File: src/rtl/sdramf_defs.svh
// constants for the sdram address map and pin front end
`ifndef SDRAMF_DEFS_SVH
`define SDRAMF_DEFS_SVH
`define SDRAMF_COL_MIN 8
`define SDRAMF_ROW_MIN 11
`define SDRAMF_BANKS 4
`define SDRAMF_ADDR_W 28
`define SDRAMF_PIN_ADDR_W 13
`define SDRAMF_DATA_W 32
`define SDRAMF_ROW_W 13
`define SDRAMF_COL_W 11
`define SDRAMF_MASK_W 4
`endif

File: src/rtl/sdramf_pkg.sv
// types for the sdram address map and pin front end
package sdramf_pkg;
	typedef enum logic [1:0] {SDRAMF_CMD_NOP, SDRAMF_CMD_ACT, SDRAMF_CMD_READ, SDRAMF_CMD_WRITE} sdramf_cmd_t;
	typedef enum logic [1:0] {SDRAMF_ROWS_2K, SDRAMF_ROWS_4K, SDRAMF_ROWS_8K, SDRAMF_ROWS_RSV} sdramf_rows_t;
	typedef struct packed {
		logic [1:0] bank;
		logic [12:0] row;
		logic [10:0] column;
		logic [1:0] byteOffset;
	} sdramf_fields_t;
	typedef struct packed {
		logic memorySelectN;
		logic rowStrobeN;
		logic columnStrobeN;
		logic writeStrobeN;
	} sdramf_cmdpins_t;
endpackage

File: src/rtl/sdramf_front.sv
// sdram address split, open row tracking and pin drive
`timescale 1ns/100ps
`include "sdramf_defs.svh"
module sdramf_front (
	input wire logic clk, // controller clock
	input wire logic reset_n, // async reset, active low
	input wire logic [`SDRAMF_ADDR_W-1:0] sysAddr, // system byte address
	input wire logic halfBus, // 1: 16-bit memory bus
	input wire logic [1:0] colSel, // column width minus 8
	input wire sdramf_pkg::sdramf_rows_t rowSel, // row count option
	input wire sdramf_pkg::sdramf_cmd_t cmdIn, // command from sequencer
	input wire logic [3:0] byteEnable, // bytes taking part, active high
	input wire logic [`SDRAMF_DATA_W-1:0] writeData, // write data
	input wire logic selfRefresh, // self refresh requested
	input wire logic [`SDRAMF_DATA_W-1:0] dataIn, // data pins input
	output logic memory_clock_out, // forwarded memory clock
	output logic memory_clock_enable, // clock enable, active high
	output logic memorySelectN, // chip select
	output logic rowStrobeN, // row strobe
	output logic columnStrobeN, // column strobe
	output logic write_strobe_n, // write strobe
	output logic [1:0] bankSelect, // bank lines
	output logic [`SDRAMF_PIN_ADDR_W-1:0] memAddr, // address pins
	output logic [`SDRAMF_MASK_W-1:0] byte_lane_mask_n, // byte masks
	output logic [`SDRAMF_DATA_W-1:0] dataOut, // data pins output
	output logic dataOe, // data pins driven
	output logic [`SDRAMF_DATA_W-1:0] readData, // sampled read data
	output logic rowHit // address hits the open row of its bank
);
	// ------------------------------
	// address split
	// ------------------------------
	sdramf_pkg::sdramf_fields_t fields;
	logic [4:0] colWidth;
	logic [4:0] rowWidth;
	logic [4:0] colBase;
	logic [5:0] rowBase;
	logic [5:0] bankBase;
	logic [`SDRAMF_ADDR_W-1:0] colMask;
	logic [`SDRAMF_ADDR_W-1:0] rowMask;
	always_comb begin
		colBase = halfBus ? 5'h01 : 5'h02;
		colWidth = 5'(`SDRAMF_COL_MIN) + {3'h0, colSel};
		unique case (rowSel)
			sdramf_pkg::SDRAMF_ROWS_2K: rowWidth = 5'(`SDRAMF_ROW_MIN);
			sdramf_pkg::SDRAMF_ROWS_4K: rowWidth = 5'(`SDRAMF_ROW_MIN + 1);
			default: rowWidth = 5'(`SDRAMF_ROW_MIN + 2);
		endcase
		rowBase = {1'b0, colBase} + {1'b0, colWidth};
		bankBase = rowBase + {1'b0, rowWidth};
		colMask = (`SDRAMF_ADDR_W'(1) << colWidth) - `SDRAMF_ADDR_W'(1);
		rowMask = (`SDRAMF_ADDR_W'(1) << rowWidth) - `SDRAMF_ADDR_W'(1);
		// linear byte space is cut into fields by shifts and masks
		fields.byteOffset = halfBus ? {1'b0, sysAddr[0]} : sysAddr[1:0];
		fields.column = 11'((sysAddr >> colBase) & colMask);
		fields.row = 13'((sysAddr >> rowBase) & rowMask);
		fields.bank = 2'(sysAddr >> bankBase);
	end

	// ------------------------------
	// open row table
	// ------------------------------
	logic rowOpen_q [`SDRAMF_BANKS];
	logic rowOpen_d [`SDRAMF_BANKS];
	logic [`SDRAMF_ROW_W-1:0] openRow_q [`SDRAMF_BANKS];
	logic [`SDRAMF_ROW_W-1:0] openRow_d [`SDRAMF_BANKS];
	genvar gb;
	generate
		for (gb = 0; gb < `SDRAMF_BANKS; gb++) begin : g_bank
			always_comb begin
				rowOpen_d[gb] = rowOpen_q[gb];
				openRow_d[gb] = openRow_q[gb];
				if (selfRefresh) begin
					rowOpen_d[gb] = 1'b0;
				end else if (cmdIn == sdramf_pkg::SDRAMF_CMD_ACT && fields.bank == 2'(gb)) begin
					rowOpen_d[gb] = 1'b1;
					openRow_d[gb] = fields.row;
				end
			end
			always_ff @(posedge clk or negedge reset_n) begin
				if (!reset_n) begin
					rowOpen_q[gb] <= 1'b0;
					openRow_q[gb] <= 13'h0000;
				end else begin
					rowOpen_q[gb] <= rowOpen_d[gb];
					openRow_q[gb] <= openRow_d[gb];
				end
			end
		end
	endgenerate
	assign rowHit = rowOpen_q[fields.bank] && openRow_q[fields.bank] == fields.row;

	// ------------------------------
	// pin drive
	// ------------------------------
	sdramf_pkg::sdramf_cmdpins_t pins_d;
	sdramf_pkg::sdramf_cmdpins_t pins_q;
	logic [1:0] bank_d;
	logic [1:0] bank_q;
	logic [`SDRAMF_PIN_ADDR_W-1:0] addr_d;
	logic [`SDRAMF_PIN_ADDR_W-1:0] addr_q;
	logic [3:0] mask_d;
	logic [3:0] mask_q;
	logic [`SDRAMF_DATA_W-1:0] wdata_d;
	logic [`SDRAMF_DATA_W-1:0] wdata_q;
	logic oe_d;
	logic oe_q;
	logic cke_d;
	logic cke_q;
	logic [`SDRAMF_DATA_W-1:0] din1_q;
	logic [`SDRAMF_DATA_W-1:0] din2_q;
	always_comb begin
		pins_d = '{memorySelectN: 1'b1, rowStrobeN: 1'b1, columnStrobeN: 1'b1, writeStrobeN: 1'b1};
		bank_d = bank_q;
		addr_d = addr_q;
		mask_d = 4'hf;
		wdata_d = wdata_q;
		oe_d = 1'b0;
		cke_d = !selfRefresh;
		if (!selfRefresh) begin
			unique case (cmdIn)
				sdramf_pkg::SDRAMF_CMD_NOP: begin
					pins_d.memorySelectN = 1'b0;
				end
				sdramf_pkg::SDRAMF_CMD_ACT: begin
					pins_d.memorySelectN = 1'b0;
					pins_d.rowStrobeN = 1'b0;
					bank_d = fields.bank;
					addr_d = fields.row;
				end
				sdramf_pkg::SDRAMF_CMD_READ, sdramf_pkg::SDRAMF_CMD_WRITE: begin
					pins_d.memorySelectN = 1'b0;
					pins_d.columnStrobeN = 1'b0;
					pins_d.writeStrobeN = cmdIn != sdramf_pkg::SDRAMF_CMD_WRITE;
					bank_d = fields.bank;
					addr_d = {2'h0, fields.column};
					// 16-bit bus uses only the low two lanes
					mask_d = ~(halfBus ? {2'h0, byteEnable[1:0]} : byteEnable);
					if (cmdIn == sdramf_pkg::SDRAMF_CMD_WRITE) begin
						wdata_d = writeData;
						oe_d = 1'b1;
					end
				end
			endcase
		end
	end
	always_ff @(posedge clk or negedge reset_n) begin
		if (!reset_n) begin
			pins_q <= '{memorySelectN: 1'b1, rowStrobeN: 1'b1, columnStrobeN: 1'b1, writeStrobeN: 1'b1};
			bank_q <= 2'h0;
			addr_q <= 13'h0000;
			mask_q <= 4'hf;
			wdata_q <= 32'h00000000;
			oe_q <= 1'b0;
			cke_q <= 1'b0;
			din1_q <= 32'h00000000;
			din2_q <= 32'h00000000;
		end else begin
			pins_q <= pins_d;
			bank_q <= bank_d;
			addr_q <= addr_d;
			mask_q <= mask_d;
			wdata_q <= wdata_d;
			oe_q <= oe_d;
			cke_q <= cke_d;
			din1_q <= dataIn;
			din2_q <= din1_q;
		end
	end
	assign memory_clock_out = clk;
	assign memory_clock_enable = cke_q;
	assign memorySelectN = pins_q.memorySelectN;
	assign rowStrobeN = pins_q.rowStrobeN;
	assign columnStrobeN = pins_q.columnStrobeN;
	assign write_strobe_n = pins_q.writeStrobeN;
	assign bankSelect = bank_q;
	assign memAddr = addr_q;
	assign byte_lane_mask_n = mask_q;
	assign dataOut = wdata_q;
	assign dataOe = oe_q;
	assign readData = din2_q;
endmodule

File: config.mk
export PLATFORM = sky130hd
export DESIGN_NAME = sdramf_front
export DESIGN_NICKNAME = d
export VERILOG_FILES = /design/src/rtl/sdramf_pkg.sv /design/src/rtl/sdramf_front.sv
export VERILOG_INCLUDE_DIRS = /design/src /design/src/rtl
export SDC_FILE = /design/constraint.sdc
export NUM_CORES = 1
export LEC_CHECK = 0
export ABC_AREA = 1
export CAP_MARGIN = 25
export CORE_AREA = 2 2 134 136
export DETAILED_ROUTE_END_ITERATION = 16
export DIE_AREA = 0 0 136 138
export DONT_BUFFER_PORTS = 1
export HOLD_SLACK_MARGIN = 0.08
export RECOVER_POWER = 25
export SLEW_MARGIN = 40
export SYNTH_ARGS = -nofsm -noshare
export SYNTH_HDL_FRONTEND = slang
export SYNTH_SLANG_ARGS = --single-unit
File: constraint.sdc
create_clock -name clk -period 5 [get_ports clk]
set_input_delay 0.5 -clock clk [delete_from_list [all_inputs] [get_ports clk]]
set_output_delay 0.5 -clock clk [all_outputs]
set_load 0.03 [all_outputs]
* Word-level counts from Yosys, hierarchy flattened
Index checks and enable logic that the tools add are counted.
** Word-level totals
- Register bits :: 177
- Input bits :: 106
- Output and inout port bits :: 91
- Logic and storage cells :: 96
** Cells by class
- $add $sub $neg :: 5
- $lt $le $gt $ge :: 1
- Eq/ne operators :: 9
- Shift-type cells :: 5
- Mux-type cells :: 27
- Bitwise operators :: 5
- Reductions and logical operators :: 24
** Operators by type and width (count)
- $shr 28x2->11 :: 1
- $shr 28x6->13 :: 1
- $shr 28x6->2 :: 1
- $bmux 13 s2 :: 1
- $mux 13 :: 2
- $pmux 13 s2 :: 1
- $mux 4 :: 4
- $mux 1 :: 15
- $and 13x13->13 :: 1
- $eq 13x13->1 :: 1
- $shl 1x4->13 const A :: 1
- $sub 13x2->13 const B :: 1
- $reduce_and 2->1 :: 6
- $and 11x11->11 :: 1
- $shl 1x5->11 const A :: 1
- $sub 11x2->11 const B :: 1
- $reduce_bool 2->1 :: 5
- $eq 2x2->1 const B :: 4
- $add 2x5->6 :: 1
- $add 6x5->6 :: 1
- $eq 2x1->1 const B :: 3
- $logic_not 2->1 :: 3
- $pmux 3 s2 :: 1
- $add 4x2->5 const A :: 1
- 13 further kinds :: 18

* Depth between registers and ports, before layout
- Word-level depth :: 10
- Mapped depth :: 26

==> metrics.txt <==
Seq/Total Area, Yosys 57.98%; Die Y 138 um; PD cells 501.8 nW/um2; mux contribution to synthesized area 0.2615%; GRT Residual Overflow 0; r2r worst-path depth 2; normalized max-slew margin -65.11%; yosys warns 0; layout cells sized above 1 8.244%; power consumption 4.404 mW; Fin. Hold Viols 0; Hold Path Sink byte_lane_mask_n[0]$_DFF_PN1_; cell count after synthesis 897; Netlist cell types 39; cell row count 49; Post-Synth Adder-Cell Area 1.340%; Port Buf Inserts 0; max-capacitance violation count 1; xor/xnor cell area share of the yosys netlist 0%; Post-DP Area 7840 um2; final setup TNS 0 ns; Post-synth top flop dfrtp_1; failing checks max-capacitance violations, max-slew violations; Worst VDD drop 0.0002672 V; vias in the first global route 5749; first-pass GRT wire length 30.08 mm; antenna violations before repair 0; non-filler cells, final 1163; CP endpoint kind primary output; Synth Area in Simple Gates 25.98%; Synth Area in Compound Gates 8.972%; largest family of logic cells by synthesized area simple AND/OR/NAND/NOR gates; most instantiated cells after synthesis nand2_1 (386), dfrtp_1 (169), o21ai_0 (59), inv_1 (45), nand3_1 (44); drt drc 0; Final #Nets 1034; CP max FO 37; max frequency 0.2220 GHz; Die ar. 18770 um2; clk_lat worst skew 0.43 ns; routed vias/inst 4.948; Initial Utilization 43.66%; Post-CTS Setup Bufs 0; worst hold slack 0.1011 ns; synthesized area per cell 8.535 um2; Setup crit start kind input pin; clock tree from TritonCTS done; Hold Startpoint byteEnable[0]; setup slack after layout 0.4956 ns; Hold Crit Class in2reg; Core Util, Final 50.06%; Final Critical Period 4.504 ns; reg2reg start memAddr[5]$_DFFE_PN0P_; status complete, but fails checks; largest net degree at the start of global routing 178; Synth top area share 55.24%; top cells by area, synth dfrtp_1 (55%), nand2_1 (19%), o21ai_0 (3.9%); FF+latch count, synth 177; clk sinks 177; leakage 4.362 nW; post-cts sizing count 0; Final Max Tran Viols 97; worst hold path stage count 1; Root Driver clkbuf_16; Synth async-reset ratio 100.0%; H-tree lvl count 4; setup violators final 0; global-route usage over all layers 20.62%; RSZ-0062 raised after global routing false; Final Cell Area 8777 um2; mapped cell area 7656 um2; total iterations of the first detailed-routing run 5; clk buf depth 2; placed cell count 1100; Worst Tran Pin Value 2.477 ns; routed vias 5754; final antenna-violating net count 0; # IOs 197; final worst-path cycle share 90.09%; total clock buffers created by CTS 17; Post-synth EDFFs 0; Setup CP Type in2out; Critical Path RT 4.50 ns; count leader, synth nand2_1; synthesis-to-layout area growth 14.64%; Post-DP HPWL 12.36 mm; Die W 136 um; largest area contributor in the netlist dfrtp_1; Routed WL 18.33 mm; r2r setup slk 4.08 ns; Final Skew 0.01610 ns; antenna cells 0; RD Place Congestion 0.8237; wire per inst 15.76 um; pre-CTS WS 0.4825 ns; Worst Path Arrival 4.00 ns; clock-pin slew on the worst setup and hold paths 0.07 ns; 1st-iter DRT viols 419; worst r2r dst memAddr[5]$_DFFE_PN0P_; core area 17530 um2
-- worst max-delay path by stage --
stage	endpoint	depth (start not counted)	slack (ns)	start
6_report	rowHit	21	0.50	halfBus
3_5_place_dp	rowHit	21	0.48	halfBus
4_1_cts	rowHit	21	0.50	halfBus
3_3_place_gp	rowHit	21	0.53	halfBus
2_1_floorplan	rowHit	22	0.57	halfBus
5_1_grt	rowHit	21	0.18	halfBus
-- state kept, by name (all words and copies together), names as in the netlist --
register,count
bankSelect,2
byte_lane_mask_n,4
columnStrobeN,1
dataOe,1
dataOut,32
din1_q,32
memAddr,13
memorySelectN,1
memory_clock_enable,1
openRow_q,52
readData,32
rowOpen_q,4
rowStrobeN,1
write_strobe_n,1
-- layer usage --
| layer | wire length [um] | part of all wire, % | GRT usage (%) |
|---|---|---|---|
| met1 | 7910 | 43 | 26.67 |
| met2 | 8479 | 46 | 31.87 |
| met3 | 1588 | 8.7 | 7.847 |
| met4 | 348 | 1.9 | 7.018 |
| met5 | 0 | 0 | 0 |
-- layout make-up --
class	count	area, um2
clock buffers	17	425.4
clock inverters	15	186.4
fillers	1717	8757
inverters	53	203.9
multi-input cells	629	2823
flip-flops and latches	177	4439
well taps	229	286.5
repair buffers	43	412.9
-- kinds of logic after synthesis --
family	after synthesis
adders and majority gates	7
DFF	177
AOI/OAI and AO/OA	127
other	1
buffers and inverters	92
and+or+nand+nor	491
muxes	2
-- critical path, stage by stage --
cell	delay [ns]
inv_1	0.14
fa_1	0.60
inv_1	0.08
fa_1	0.69
inv_2	0.13
nand3_1	0.10
nand3_1	0.12
nand3_4	0.25
nand2_8	0.22
inv_4	0.20
nand2_1	0.07
nand2_1	0.06
nand2_1	0.07
nand2_1	0.07
nand2_1	0.05
nand2_1	0.07
nand2_1	0.05
nor2_1	0.11
nand2_1	0.07
nor2_1	0.14
buf_4	0.19
-- cell usage in the layout (no fill, tap or decap), types with 2 or more instances in the layout --
| cell | netlist | layout |
|---|---|---|
| clkinv_8 | 0 | 2 |
| nand2_1 | 386 | 385 |
| o21ai_0 | 59 | 59 |
| o221ai_1 | 2 | 2 |
| dfstp_2 | 8 | 8 |
| nor2_1 | 43 | 42 |
| buf_4 | 3 | 12 |
| o21ai_1 | 30 | 30 |
| mux2i_1 | 2 | 2 |
| inv_2 | 4 | 5 |
| inv_4 | 2 | 2 |
| clkinv_1 | 2 | 2 |
| o2111ai_1 | 2 | 2 |
| o22ai_1 | 2 | 2 |
| nand3b_1 | 3 | 3 |
| clkbuf_16 | 0 | 17 |
| dfrtp_1 | 169 | 169 |
| nor2_2 | 2 | 3 |
| o211ai_1 | 3 | 3 |
| fa_1 | 2 | 2 |
| inv_1 | 45 | 44 |
| conb_1 | 1 | 2 |
| nand3_1 | 44 | 44 |
| nand2_4 | 2 | 2 |
| clkinv_4 | 0 | 2 |
| a21oi_1 | 14 | 13 |
| or2_2 | 4 | 4 |
| dlygate4sd3_1 | 0 | 29 |
| inv_8 | 0 | 8 |
| a31oi_1 | 13 | 13 |
| ha_1 | 5 | 5 |
-- repair_timing --
item                                    CTS  global route
hold buffers                             23             7
endpoints found under the setup margin    0             0
endpoints found under the hold margin   199            85
-- where the power goes --
| group | internal [mW] | total (mW) | switching, mW |
|---|---|---|---|
| Sequential | 1.71 | 2.04 | 0.324 |
| Combinational | 0.357 | 1.00 | 0.644 |
| Clock | 0.725 | 1.37 | 0.642 |
No activity file was read; power rests on OpenSTA's default activity.
